$ cat src/hdl/ddu_pkg.sv
// constants for the dual output channel update control block
// assumes a 32-bit apb master and a 10 MHz system clock
//
// Overview of operation
// - two 12-bit channels, each written separately
// - holding register feeds output latch, on the same edge or on update
// - chan0 select low: update on write
// - chan0 select high: update on low timer or pin level
// - chan1 select works the same way
// - select clear: straight binary, 0800 midscale
// - select set: two's complement, sign-extended
// - rising edge of either source sets flag
// - irq when flag and enable both high
package ddu_pkg;
  localparam int CODE_W = 12;
  // register byte offsets
  localparam logic [7:0] OFF_CHAN0 = 8'h00;
  localparam logic [7:0] OFF_CHAN1 = 8'h04;
  localparam logic [7:0] OFF_CTRL = 8'h08;
  localparam logic [7:0] OFF_STATUS = 8'h0C;
  localparam logic [7:0] OFF_CLEAR = 8'h10;
  localparam logic [7:0] OFF_OUT0 = 8'h14;
  localparam logic [7:0] OFF_OUT1 = 8'h18;
  // control bit positions
  localparam int CTRL_DEF0 = 0;
  localparam int CTRL_DEF1 = 1;
  localparam int CTRL_TWOS = 2;
  localparam int CTRL_IRQEN = 3;
  // status and clear bit position
  localparam int STAT_EVT = 0;
  localparam logic [3:0] CTRL_RESET = 4'h0;
  localparam logic [11:0] CODE_RESET = 12'h000;
  localparam logic [11:0] MIDSCALE = 12'h800;
endpackage : ddu_pkg

$ cat src/hdl/ddu_update_ctrl.sv
// update control for two double-buffered output channels
// assumes apb master on clk_sys; timer and pin inputs are asynchronous
`timescale 1ns/100ps
`default_nettype none
module ddu_update_ctrl
  import ddu_pkg::*;
(
  input wire logic clk_sys,
  input wire logic rst,
  input wire logic psel,
  input wire logic penable,
  input wire logic pwrite,
  input wire logic [7:0] paddr,
  input wire logic [31:0] pwdata,
  input wire logic [3:0] pstrb,
  output logic [31:0] prdata,
  output logic pready,
  output logic pslverr,
  input wire logic interval_timer_out,
  input wire logic ext_update_n,
  output logic [11:0] analog_out_chan0,
  output logic [11:0] analog_out_chan1,
  output logic [11:0] analog_out_chan0_bin,
  output logic [11:0] analog_out_chan1_bin,
  output logic twos_complement_code_sel,
  output logic update_irq
);

  ////////////////////////////////////////////////////////////////////////
  // helpers

  // offset-binary view of a code for the converter core
  function automatic logic [11:0] to_bin(input logic [11:0] code,
                                         input logic twos);
    to_bin = twos ? (code ^ MIDSCALE) : code;
  endfunction : to_bin

  // byte-lane merge of a 12-bit holding value
  function automatic logic [11:0] merge12(input logic [11:0] old,
                                          input logic [31:0] wd,
                                          input logic [3:0] st);
    merge12 = old;
    if (st[0]) merge12[7:0] = wd[7:0];
    if (st[1]) merge12[11:8] = wd[11:8];
  endfunction : merge12

  // sign-extend a channel code for read back in two's complement, zero-extend it in binary
  function automatic logic [31:0] rd_code(input logic [11:0] code,
                                          input logic twos);
    rd_code = twos ? {{20{code[11]}}, code} : {20'h00000, code};
  endfunction : rd_code

  ////////////////////////////////////////////////////////////////////////
  // synchronisers for the two update sources

  logic tmr_level;
  logic tmr_rise;
  logic ext_level;
  logic ext_rise;

  ddu_sync u_sync_tmr (
    .clk_sys(clk_sys),
    .rst(rst),
    .pin_in(interval_timer_out),
    .level(tmr_level),
    .rise(tmr_rise)
  );

  ddu_sync u_sync_ext (
    .clk_sys(clk_sys),
    .rst(rst),
    .pin_in(ext_update_n),
    .level(ext_level),
    .rise(ext_rise)
  );

  ////////////////////////////////////////////////////////////////////////
  // bus decode

  logic wr_acc;
  logic rd_acc;
  logic addr_ok;
  logic upd_low;
  logic upd_rise;

  assign wr_acc = psel & penable & pwrite;
  assign rd_acc = psel & penable & ~pwrite;
  assign addr_ok = (paddr == OFF_CHAN0) || (paddr == OFF_CHAN1) ||
                   (paddr == OFF_CTRL) || (paddr == OFF_STATUS) ||
                   (paddr == OFF_CLEAR) || (paddr == OFF_OUT0) ||
                   (paddr == OFF_OUT1);
  // a low level on either source requests a transfer
  assign upd_low = ~tmr_level | ~ext_level;
  assign upd_rise = tmr_rise | ext_rise;
  assign pready = 1'b1;
  assign pslverr = psel & penable & ~addr_ok;

  ////////////////////////////////////////////////////////////////////////
  // register state

  logic [11:0] hold0_reg;
  logic [11:0] hold0_next;
  logic [11:0] hold1_reg;
  logic [11:0] hold1_next;
  logic [11:0] out0_reg;
  logic [11:0] out0_next;
  logic [11:0] out1_reg;
  logic [11:0] out1_next;
  logic [3:0] ctrl_reg;
  logic [3:0] ctrl_next;
  logic evt_reg;
  logic evt_next;
  logic [31:0] rdata_reg;
  logic [31:0] rdata_next;
  logic [11:0] bin0_reg;
  logic [11:0] bin0_next;
  logic [11:0] bin1_reg;
  logic [11:0] bin1_next;
  logic irq_reg;
  logic irq_next;

  // holding registers, latches, control and flag
  always_comb begin
    hold0_next = hold0_reg;
    hold1_next = hold1_reg;
    ctrl_next = ctrl_reg;
    if (wr_acc && paddr == OFF_CHAN0) begin
      hold0_next = merge12(hold0_reg, pwdata, pstrb);
    end
    if (wr_acc && paddr == OFF_CHAN1) begin
      hold1_next = merge12(hold1_reg, pwdata, pstrb);
    end
    if (wr_acc && paddr == OFF_CTRL && pstrb[0]) begin
      ctrl_next = pwdata[3:0];
    end
    // output latches only follow the selected method
    out0_next = out0_reg;
    out1_next = out1_reg;
    if (!ctrl_reg[CTRL_DEF0]) begin
      out0_next = hold0_next;
    end else if (upd_low) begin
      out0_next = hold0_reg;
    end
    if (!ctrl_reg[CTRL_DEF1]) begin
      out1_next = hold1_next;
    end else if (upd_low) begin
      out1_next = hold1_reg;
    end
    // set wins over a clear in the same cycle
    evt_next = evt_reg;
    if (wr_acc && paddr == OFF_CLEAR && pstrb[0] && pwdata[STAT_EVT]) begin
      evt_next = 1'b0;
    end
    if (upd_rise) begin
      evt_next = 1'b1;
    end
    irq_next = evt_next & ctrl_next[CTRL_IRQEN];
    // converter view follows the coding select
    bin0_next = to_bin(out0_next, ctrl_next[CTRL_TWOS]);
    bin1_next = to_bin(out1_next, ctrl_next[CTRL_TWOS]);
  end

  always_ff @(posedge clk_sys or posedge rst) begin
    if (rst) begin
      hold0_reg <= CODE_RESET;
      hold1_reg <= CODE_RESET;
      out0_reg <= CODE_RESET;
      out1_reg <= CODE_RESET;
      ctrl_reg <= CTRL_RESET;
      evt_reg <= 1'b0;
      bin0_reg <= CODE_RESET;
      bin1_reg <= CODE_RESET;
      irq_reg <= 1'b0;
    end else begin
      hold0_reg <= hold0_next;
      hold1_reg <= hold1_next;
      out0_reg <= out0_next;
      out1_reg <= out1_next;
      ctrl_reg <= ctrl_next;
      evt_reg <= evt_next;
      bin0_reg <= bin0_next;
      bin1_reg <= bin1_next;
      irq_reg <= irq_next;
    end
  end

  ////////////////////////////////////////////////////////////////////////
  // read data, registered at the setup phase

  always_comb begin
    rdata_next = rdata_reg;
    if (psel && !penable && !pwrite) begin
      unique case (paddr)
        OFF_CHAN0: rdata_next = rd_code(hold0_reg, ctrl_reg[CTRL_TWOS]);
        OFF_CHAN1: rdata_next = rd_code(hold1_reg, ctrl_reg[CTRL_TWOS]);
        OFF_CTRL: rdata_next = {28'h0000000, ctrl_reg};
        OFF_STATUS: rdata_next = {31'h00000000, evt_reg};
        OFF_OUT0: rdata_next = rd_code(out0_reg, ctrl_reg[CTRL_TWOS]);
        OFF_OUT1: rdata_next = rd_code(out1_reg, ctrl_reg[CTRL_TWOS]);
        default: rdata_next = 32'h00000000;
      endcase
    end
  end

  always_ff @(posedge clk_sys or posedge rst) begin
    if (rst) begin
      rdata_reg <= 32'h00000000;
    end else begin
      rdata_reg <= rdata_next;
    end
  end

  assign prdata = rd_acc ? rdata_reg : 32'h00000000;
  assign analog_out_chan0 = out0_reg;
  assign analog_out_chan1 = out1_reg;
  assign analog_out_chan0_bin = bin0_reg;
  assign analog_out_chan1_bin = bin1_reg;
  assign twos_complement_code_sel = ctrl_reg[CTRL_TWOS];
  assign update_irq = irq_reg;
endmodule : ddu_update_ctrl
`default_nettype wire

$ cat src/hdl/ddu_sync.sv
// two-stage synchroniser with a rising-edge detector
// assumes the input is an asynchronous pin, resting high
`timescale 1ns/100ps
`default_nettype none
module ddu_sync (
  input wire logic clk_sys,
  input wire logic rst,
  input wire logic pin_in,
  output logic level,
  output logic rise
);
  logic meta_reg;
  logic meta_next;
  logic sync_reg;
  logic sync_next;
  logic prev_reg;
  logic prev_next;

  // next values; only sync_reg reads meta_reg
  always_comb begin
    meta_next = pin_in;
    sync_next = meta_reg;
    prev_next = sync_reg;
  end

  // resting level is high
  always_ff @(posedge clk_sys or posedge rst) begin
    if (rst) begin
      meta_reg <= 1'b1;
      sync_reg <= 1'b1;
      prev_reg <= 1'b1;
    end else begin
      meta_reg <= meta_next;
      sync_reg <= sync_next;
      prev_reg <= prev_next;
    end
  end

  assign level = sync_reg;
  assign rise = sync_reg & ~prev_reg;
endmodule : ddu_sync
`default_nettype wire

$ cat config.mk
export PLATFORM = sky130hd
export DESIGN_NAME = ddu_update_ctrl
export DESIGN_NICKNAME = d
export VERILOG_FILES = /design/src/hdl/ddu_pkg.sv /design/src/hdl/ddu_update_ctrl.sv /design/src/hdl/ddu_sync.sv
export SDC_FILE = /design/constraint.sdc
export NUM_CORES = 1
export LEC_CHECK = 0
export ABC_AREA = 0
export BUFFER_PORTS_ARGS = -buffer_cell sky130_fd_sc_hd__clkbuf_2
export CORE_AREA = 3 3 98 100
export DETAILED_ROUTE_END_ITERATION = 7
export DIE_AREA = 0 0 101 103
export MAX_ROUTING_LAYER = met4
export PLACE_DENSITY = 0.84
export SLEW_MARGIN = 20
export SYNTH_ARGS = -nofsm -noshare
export SYNTH_HDL_FRONTEND = slang
export SYNTH_SLANG_ARGS = --single-unit
export TNS_END_PERCENT = 5
$ cat constraint.sdc
create_clock -name clk_sys -period 2.4 [get_ports clk_sys]
set_input_delay 0.48 -clock clk_sys [delete_from_list [all_inputs] [get_ports clk_sys]]
set_output_delay 0.48 -clock clk_sys [all_outputs]
set_load 0.02 [all_outputs]
==> flow_summary.ini, run 1 <==
[floorplan]
die_width_um = 101
initial_core_util_pct = 46.30
row_count = 34
coreArea_mm2 = 0.008763
die_area_mm2 = 0.01040
io_pins = 135
die_y_um = 103

[global_routing]
first_global_vias = 3210
gr_usage_total_pct = 20.75
grt_max_degree = 29
grt-ovfl-total = 0
wire_length_of_the_first_global_routing_pass_mm = 16.00
antenna_found_initial = 0

[sta]
hold_viol_final = 0
worst_clock_skew_ns = 0.007298
post-route-min-period_ns = 2.046
peak_freq_mhz = 488.8
final-max-slew-violation-count = 0
layout_worst_path_cycle_share_pct = 85.25
slew_headroom_pct = 62.05
setup_total_negative_slack_ns = 0
rsz0062_at_grt = no
tightest_slew_ns = 0.5685
final-setup-viol-count = 0

[detailed_routing]
ant_nets = 0
drt-initial-drc-count = 335
drt-pass1-iter-count = 4
detail_route.drc_violations = 0
wl_per_cell_um = 17.73
via_per_inst = 5.564
detailroute.via_count = 3238
routed_wirelength_mm = 10.32

[clock_tree]
clock_latency_on_the_worst_skew_pair_ns = 0.36
cts_root_buf = clkbuf_8
cts_htree_levels = 3
clock_transition_time_at_the_flip_flop_clock_pins_of_the_worst_setup_and_hold_paths_ns = 0.08
post_cts_setup_repair_buffer_count = 0
clock-sinks = 75
clock_path_buffers = 2
cts.hold.buffers_added = 0
number_of_resized_instances_in_the_post_cts_repair_step = 0
numCtsBuffers = 9
cts_tree = yes

[worst_setup_path]
top_fanout_value_on_the_critical_path = 5
end_kind = output port
setup.worst_path.start_class = input port
required_time_of_the_worst_setup_path_ns = 1.92
rr_startpoint = ctrl_reg[0]
critical_path.endpoint = pslverr
critical_path_arrival_ns = 1.57
endpoint_of_the_lowest_slack_register_to_register_path = rdata_reg[0]
rr_worst_depth = 4
criticalPathCategory = in2out
worstSetupStartpoint = paddr[5]
reg2reg_setup_slack_ns = 0.80

[logic_synthesis]
synth_fp_nets = 446
post_synth_instance_area_mm2 = 0.004058
ys.flop_type = dfrtp_1
post_synth_inst_count = 395
synth-seq-cells = 75
synth-edff-count = 0
ys_warn_count = 0
synth_cell_type_count = 47
async_s_r_ff_share_synth_pct = 100.0
synth.avg_cell_area_um2 = 10.27
synth.yosys.seq_area_share_pct = 46.44

[pwr]
vdd_drop_max_v = 0.0003079
fin_total_pwr_mw = 2.642
leakage_nw = 2.365
p_per_area_mw_per_mm2 = 556.7

[finish]
areaGrowthSynthToFinish_pct = 16.96
final_cell_area_mm2 = 0.004746
layout-drive-gt1-share_pct = 41.56
num-fill-cells = 754
utilization_pct = 54.15
final_cell_mix = 111 x clkbuf_2, 69 x dfrtp_1, 53 x nand2_1, 37 x mux2_2, 25 x nand3_1
largest_reg_flops = 13
seqCellArea_mm2 = 0.001884
mostFrequentLayoutCell = clkbuf_2
multi_input_area_mm2 = 0.001740
nNetsFinal = 520
antenna_diodes = 0

[run]
count_of_maximum_capacitance_violations = 0

[place]
gp_congestion = 0.9005
placed_cell_area_mm2 = 0.004511
dpl.hpwl_mm = 7.497
place.port_buffers = 111

[min_path]
min-delay-path-class = in2async

[run_status]
outcome = complete, no violations
## cell families (layout without fill, tap and decap cells)
group	after synthesis	count (layout)	share of synthesized area (%)
and+or+nand+nor	131	131	16.93
AOI/OAI and AO/OA	71	71	13.41
muxes	42	42	11.81
DFF	75	75	46.44
buffers and inverters	72	151	10.67
other	1	1	0.09242
xor gates and xnor gates	3	3	0.6477
## synthesized netlist by cell type (7+ instances only)
cell type / instances / area share (%)
dfrtp_1: 69 / 43
nand2_1: 53 / 4.9
buf_4: 42 / 7.8
mux2_2: 37 / 10
nand3_1: 25 / 3.1
o21a_1: 22 / 4.1
clkbuf_1: 16 / 1.5
and2_1: 14 / 2.2
a22o_1: 13 / 2.8
o21ai_0: 10 / 1.2
nor2_1: 9 / 0.83
a22oi_1: 7 / 1.3
## worst min path at each step
| stage | start | endpoint | slack, ns | cells past startpoint |
|---|---|---|---|---|
| floorplan | u_sync_ext.meta_reg | u_sync_ext.level | 0.35 | 0 |
| global placement | u_sync_ext.meta_reg | u_sync_ext.level | 0.35 | 0 |
| detailed placement | u_sync_ext.meta_reg | u_sync_ext.level | 0.35 | 0 |
| CTS | rst | analog_out_chan0_bin[3] | 0.16 | 2 |
| global route | ext_update_n | u_sync_ext.meta_reg | 0.18 | 1 |
| finish | rst | analog_out_chan0_bin[3] | 0.15 | 2 |
## stage by stage
| stage | setup slack, ns | hold slack, ns | cells |
|---|---|---|---|
| final | 0.3541 | 0.1514 | 582 |
| after global routing | 0.2090 | 0.1813 | 582 |
| after CTS | 0.3288 | 0.1550 | 582 |
| after detailed placement | 0.1319 | 0.3493 | 566 |
| after global placement | 0.1602 | 0.3470 | 566 |
| after floorplan | 0.01995 | 0.3452 | 395 |
## critical path, cell delays in order
cell and delay, ns:
clkbuf_2 0.09, or3_1 0.51, nor2_1 0.22, a21oi_1 0.10, clkbuf_2 0.16
## area by class of cell
| type | instances | area share [%] |
|---|---|---|
| Clock buffer | 10 | 2.900 |
| Clock inverter | 6 | 2.056 |
| Inverter | 6 | 0.4746 |
| Multi-Input combinational cell | 248 | 36.67 |
| Sequential cell | 75 | 39.70 |
| Tap cell | 108 | 2.847 |
| Timing Repair Buffer | 129 | 15.34 |
## report_power, final
part	switching [mW]	internal, mW
Combinational	0.142	0.0723
Sequential	0.0151	1.28
Clock	0.504	0.626
## layer usage
layer | track usage (%) | part of all wire (%) | vias to the layer above
met1 | 26.30 | 43 | 1549
met3 | 4.263 | 7.5 | 26
met4 | 8.896 | 2.6 | 0
li1 | - | - | 1495
met2 | 32.46 | 47 | 168
met5 | - | 0 | -
Power figures use the tool's default switching activity.
==> run 2: changes to the inputs <==
--- a/config.mk
+++ b/config.mk
@@ -7,13 +7,14 @@
 export LEC_CHECK = 0
 export ABC_AREA = 0
 export BUFFER_PORTS_ARGS = -buffer_cell sky130_fd_sc_hd__clkbuf_2
-export CORE_AREA = 3 3 98 100
+export CORE_AREA = 2 2 98 100
 export DETAILED_ROUTE_END_ITERATION = 7
-export DIE_AREA = 0 0 101 103
+export DIE_AREA = 0 0 100 102
 export MAX_ROUTING_LAYER = met4
-export PLACE_DENSITY = 0.84
+export PLACE_DENSITY = 0.83
 export SLEW_MARGIN = 20
 export SYNTH_ARGS = -nofsm -noshare
 export SYNTH_HDL_FRONTEND = slang
+export SYNTH_HIERARCHICAL = 1
 export SYNTH_SLANG_ARGS = --single-unit
 export TNS_END_PERCENT = 5
==> run 2 against run 1 <==
  * Total power fell by 6.5%
  * Area after synthesis rose by 1.8%
  * Via count rose by 6.0%
  * Utilization fell by 2.1 points
  * Design area barely moved
  * Routed wire length rose by 2.9%
  * Hold slack improved by 0.028 ns
  * Non-clock buffer count rose by 2
  * Final cell count rose by 3.6%
  * Clock skew rose by 0.0034 ns
==> flow_summary.ini, run 2 <==
[run_status]
outcome = complete, no violations

[place]
gp_congestion = 0.9503
place.port_buffers = 111
placedCellCount = 588
dpl.hpwl_mm = 7.823

[detailed_routing]
detail_route.drc_violations = 0
drt-initial-drc-count = 288
drt-pass1-iter-count = 4
ant_nets = 0
via_per_inst = 5.692
routed_wirelength_mm = 10.61
wl_per_cell_um = 17.60
detailroute.via_count = 3432

[sta]
smallest_hold_slack_ns = 0.1793
hold_viol_final = 0
tightest_slew_ns = 0.5807
slew_headroom_pct = 61.26
final-setup-viol-count = 0
worst_clock_skew_ns = 0.01068
peak_freq_mhz = 494.0
setup_total_negative_slack_ns = 0
layout_worst_path_cycle_share_pct = 84.35
post-route-min-period_ns = 2.024
rsz0062_at_grt = no
final-max-slew-violation-count = 0

[worst_setup_path]
worstSetupStartpoint = paddr[4]
criticalPathCategory = in2out
timing.critical_path.cells = clkbuf_2, buf_4, buf_4, nand3_1, a21oi_1, clkbuf_2
end_kind = output port
crit_path_max_incr_delay_ns = 0.24
critical_path.n_buffers_inverters = 4
required_time_of_the_worst_setup_path_ns = 1.92
top_fanout_value_on_the_critical_path = 18
slowest_stage = buf_4
setup.worst_path.start_class = input port
rr_startpoint = u_sync_ext/level
critical_path_arrival_ns = 1.54
path_delay_family = buffers and inverters

[logic_synthesis]
ys.flop_type = dfrtp_1
async_s_r_ff_share_synth_pct = 100.0
synth.yosys.seq_area_share_pct = 45.64
post_synth_inst_count = 417
synth-edff-count = 0
yosys.cell_count.top_type = dfrtp_1
synth_fp_nets = 468
post_synth_main_area_contributors = dfrtp_1 42%, mux2_2 7.9%, buf_4 7.6%
synthDominantAreaCellType = dfrtp_1
synth.avg_cell_area_um2 = 9.902
synth.cells.most_frequent = 69 x dfrtp_1, 57 x nand3_1, 42 x buf_4, 36 x nand2_1, 29 x mux2_2
yosys.area.top_type_share_pct = 41.82
synth_cell_type_count = 49
ys_warn_count = 6
synth-seq-cells = 75
post_synth_instance_area_mm2 = 0.004129

[finish]
final_cell_mix = 111 x clkbuf_2, 69 x dfrtp_1, 57 x nand3_1, 36 x nand2_1, 29 x mux2_2
largest_reg_flops = 13
areaGrowthSynthToFinish_pct = 14.91
antenna_diodes = 0
utilization_pct = 52.09
fin_cells = 603
layout-drive-gt1-share_pct = 39.84
mostFrequentLayoutCell = clkbuf_2
nNetsFinal = 539

[clock_tree]
number_of_resized_instances_in_the_post_cts_repair_step = 0
post_cts_setup_repair_buffer_count = 0
numCtsBuffers = 9
cts_tree = yes
clock-sinks = 75
clock_transition_time_at_the_flip_flop_clock_pins_of_the_worst_setup_and_hold_paths_ns = 0.08
cts_htree_levels = 3
clock_path_buffers = 2
clock_latency_on_the_worst_skew_pair_ns = 0.36
cts_root_buf = clkbuf_8
cts.hold.buffers_added = 0

[floorplan]
die_y_um = 102
die_width_um = 100
io_pins = 135
coreArea_mm2 = 0.009109
initial_core_util_pct = 45.33
die_area_mm2 = 0.01020
row_count = 35

[global_routing]
first_global_vias = 3186
grt-ovfl-total = 0
grt_max_degree = 70
wire_length_of_the_first_global_routing_pass_mm = 16.45
antenna_found_initial = 0
gr_usage_total_pct = 21.80

[pwr]
vdd_drop_max_v = 0.0002224
leakage_nw = 2.252
p_per_area_mw_per_mm2 = 520.9

[run]
count_of_maximum_capacitance_violations = 0

[min_path]
min-delay-path-class = in2async
-- run 2: changes by cell type in the layout (fill, tap and decap cells not counted), sizes merged, moves of 6 or more --
cell and delta:
nand3 +34, nand2 -17, a22o -12, mux2 -8, a211oi +7, a221oi +7, a22oi -7, or3b +6
-- run 2: worst paths after layout --
kind	endpoint	slack (ns)	cells after the start
max	pslverr	0.38	6
max in group asynchronous	rdata_reg[2]	1.90	3
min	u_sync_ext/prev_reg	0.18	2
min in group clk_sys	u_sync_tmr/meta_reg	0.20	1
max reg2reg	analog_out_chan0_bin[11]	0.86	4
min reg2reg	u_sync_ext/level	0.36	0
-- run 2: where the power goes --
| group | internal, mW | total [mW] | switching [mW] |
|---|---|---|---|
| Clock | 0.476 | 0.948 | 0.473 |
| Sequential | 1.29 | 1.31 | 0.0218 |
| Combinational | 0.0699 | 0.216 | 0.146 |
-- run 2: logic make-up (layout without fill, tap and decap cells) --
logic type,count (synthesis),after routing,synth area share [%]
DFF,75,75,45.64
AOI/OAI and AO/OA,76,76,13.64
muxes,32,32,8.636
other,1,1,0.09082
xor gates and xnor gates,2,2,0.4243
buffers and inverters,79,154,11.15
and+or+nand+nor,152,152,20.42
-- run 2: final cells by class --
cell class | count | area, um^2
Fill cell | 848 | 4364
Timing Repair Buffer | 131 | 718.2
Multi-Input combinational cell | 263 | 1784
Tap cell | 111 | 138.9
Inverter | 8 | 30.03
Clock buffer | 9 | 123.9
Clock inverter | 6 | 65.06
Sequential cell | 75 | 1884
-- run 2: per-layer routing --
layer | part of all wire, % | GRT usage [%]
met1 | 41 | 27.03
met2 | 49 | 35.14
met3 | 7.1 | 4.036
met4 | 3.0 | 9.589
met5 | 0 | -
-- run 2: through the flow --
step	area (um^2)	worst slack, ns	power, mW
2_1_floorplan	4129	0.1801	1.456
3_3_place_gp	4556	0.1792	1.542
3_5_place_dp	4556	0.1358	1.547
4_1_cts	4745	0.3829	2.483
5_1_grt	4745	0.2877	2.561
6_report	4745	0.3755	2.471
==> run 3: changes to the inputs <==
==> constraint.sdc (replaced) <==
create_clock -name clk_sys -period 1.79 [get_ports clk_sys]
set_input_delay 0.358 -clock clk_sys [delete_from_list [all_inputs] [get_ports clk_sys]]
set_output_delay 0.358 -clock clk_sys [all_outputs]
set_load 0.02 [all_outputs]
==> run 3 against run 2 <==
  * Utilization increased by 2.4 points
  * Total power increased by 40%
  * First-iteration DRC count is 0.69% lower
  * Register-to-register slack got worse by 0.62 ns
  * Critical path depth unchanged
  * Design area increased by 4.6%
  * Sequential cell count unchanged
  * Clock power rose by 46%
  * Clock-buffer cell count is 1 higher
  * Combinational power up 53%
  * Critical path type unchanged
  * Highest routed layer unchanged
==> flow_summary.ini, run 3 (synthesized netlist as in run 2, its figures left out) <==
[pwr]
combPwrFrac_pct = 9.6
leakage_nw = 2.369
vdd_drop_max_v = 0.0003509
clkPwrFrac_pct = 39.9
seq_power_share_pct = 50.6
p_sw_share_pct = 26.71
intPower_mw = 2.537
p_sw_mw = 0.9249
p_per_area_mw_per_mm2 = 697.5

[clock_tree]
clock_latency_on_the_worst_skew_pair_ns = 0.37
cts_tree = yes
clock_transition_time_at_the_flip_flop_clock_pins_of_the_worst_setup_and_hold_paths_ns = 0.09
cts.hold.buffers_added = 0
clock-sinks = 75
clock_path_buffers = 2
numCtsBuffers = 9
cts_htree_levels = 3
cts_root_buf = clkbuf_8

[sta]
peak_freq_mhz = 583.3
smallest_hold_slack_ns = 0.004789
final-max-slew-violation-count = 0
rsz0062_at_grt = no
hold_viol_final = 0
slew_headroom_pct = 61.19
final-setup-viol-count = 0
layout_worst_path_cycle_share_pct = 95.78
post-route-min-period_ns = 1.715
tightest_slew_ns = 0.5821
worst_clock_skew_ns = 0.01578

[run]
count_of_maximum_capacitance_violations = 0

[finish]
antenna_diodes = 0
nNetsFinal = 561
areaGrowthSynthToFinish_pct = 20.21
final_cell_mix = 111 x clkbuf_2, 69 x dfrtp_1, 57 x nand3_1, 39 x buf_4, 36 x nand2_1
mostFrequentLayoutCell = clkbuf_2
fin_cells = 626
layout-drive-gt1-share_pct = 42.72
largest_reg_flops = 13
num-fill-cells = 806

[floorplan]
io_pins = 135
row_count = 35
initial_core_util_pct = 45.33
die_y_um = 102
die_width_um = 100
coreArea_mm2 = 0.009109
die_area_mm2 = 0.01020

[detailed_routing]
ant_nets = 0
detail_route.drc_violations = 0
wl_per_cell_um = 18.27
wirelength_met1_mm = 4.589
detailroute.via_count = 3628
drt-initial-drc-count = 286
routed_wirelength_mm = 11.44
routed-wl-met3_um = 869
drt-pass1-iter-count = 6
via_per_inst = 5.796
met2_wire_len_mm = 5.616
top_layer = met4

[place]
dpl.hpwl_mm = 8.482
gp_congestion = 0.9249
place.port_buffers = 111
placedCellCount = 610

[worst_setup_path]
setup.worst_path.start_class = input port
end_kind = output port
criticalPathCategory = in2out
required_time_of_the_worst_setup_path_ns = 1.43
rr_startpoint = u_sync_tmr/level
critical_path_arrival_ns = 1.36
top_fanout_value_on_the_critical_path = 3
worstSetupStartpoint = paddr[5]

[global_routing]
grt-ovfl-total = 0
grt_max_degree = 30
gr_usage_total_pct = 23.43
first_global_vias = 3407
wire_length_of_the_first_global_routing_pass_mm = 17.86
antenna_found_initial = 0

[min_path]
min-delay-path-class = in2async

[run_status]
outcome = complete, no violations
-- run 3: repair_timing --
action                     4_1_cts  5_1_grt
buffers inserted                 0        0
gates resized for setup          0        1
setup endpoints to repair        0        1
-- run 3: worst max-delay path, stage by stage --
cell,delay [ns]
clkbuf_2,0.12
or3_1,0.41
nor3_2,0.11
buf_4,0.14
a21oi_1,0.06
clkbuf_2,0.15
-- run 3: power groups by stage --
stage	clock, mW	sequential, mW	combinational (mW)
floorplan	0	1.78	0.170
global placement	0	1.78	0.324
detailed placement	0	1.78	0.327
CTS	1.40	1.75	0.330
global route	1.46	1.75	0.360
finish	1.38	1.75	0.331
-- run 3: final cells by class --
type,count,area (um^2),area share (%)
Sequential cell,75,1884,37.96
Multi-Input combinational cell,263,1789,36.05
Timing Repair Buffer,153,908.4,18.30
Tap cell,111,138.9,2.798
Clock buffer,10,137.6,2.773
Clock inverter,6,71.32,1.437
Inverter,8,33.78,0.6806
-- run 3: metal layers --
layer	track usage (%)	vias to the layer above
met3	3.557	41
met2	38.57	207
met4	10.54	0
met1	28.75	1744
li1	-	1636
met5	-	-
-- run 3: path summary, 6_finish.rpt --
kind,cells past startpoint,slack (ns),endpoint
max in group asynchronous,3,1.31,ctrl_reg[3]
worst min register to register,0,0.36,u_sync_ext/level
worst max register to register,4,0.24,analog_out_chan0_bin[11]
worst max-delay path,6,0.08,pslverr
min in group clk_sys,1,0.08,u_sync_tmr/meta_reg
worst min-delay path,2,0.005,rdata_reg[10]
-- run 3: per-stage QoR --
step | worst slack [ns] | utilization (%) | power (mW) | instance area (um^2) | TNS, ns
final | 0.07547 | 54.49 | 3.462 | 4964 | 0
after global routing | 0.01328 | 54.49 | 3.574 | 4964 | 0
after CTS | 0.05334 | 54.44 | 3.484 | 4959 | 0
after detailed placement | -0.1211 | 52.14 | 2.111 | 4750 | -2.134
after global placement | -0.1436 | 52.14 | 2.106 | 4750 | -2.515
after floorplan | -0.1801 | - | 1.953 | 4133 | -3.531
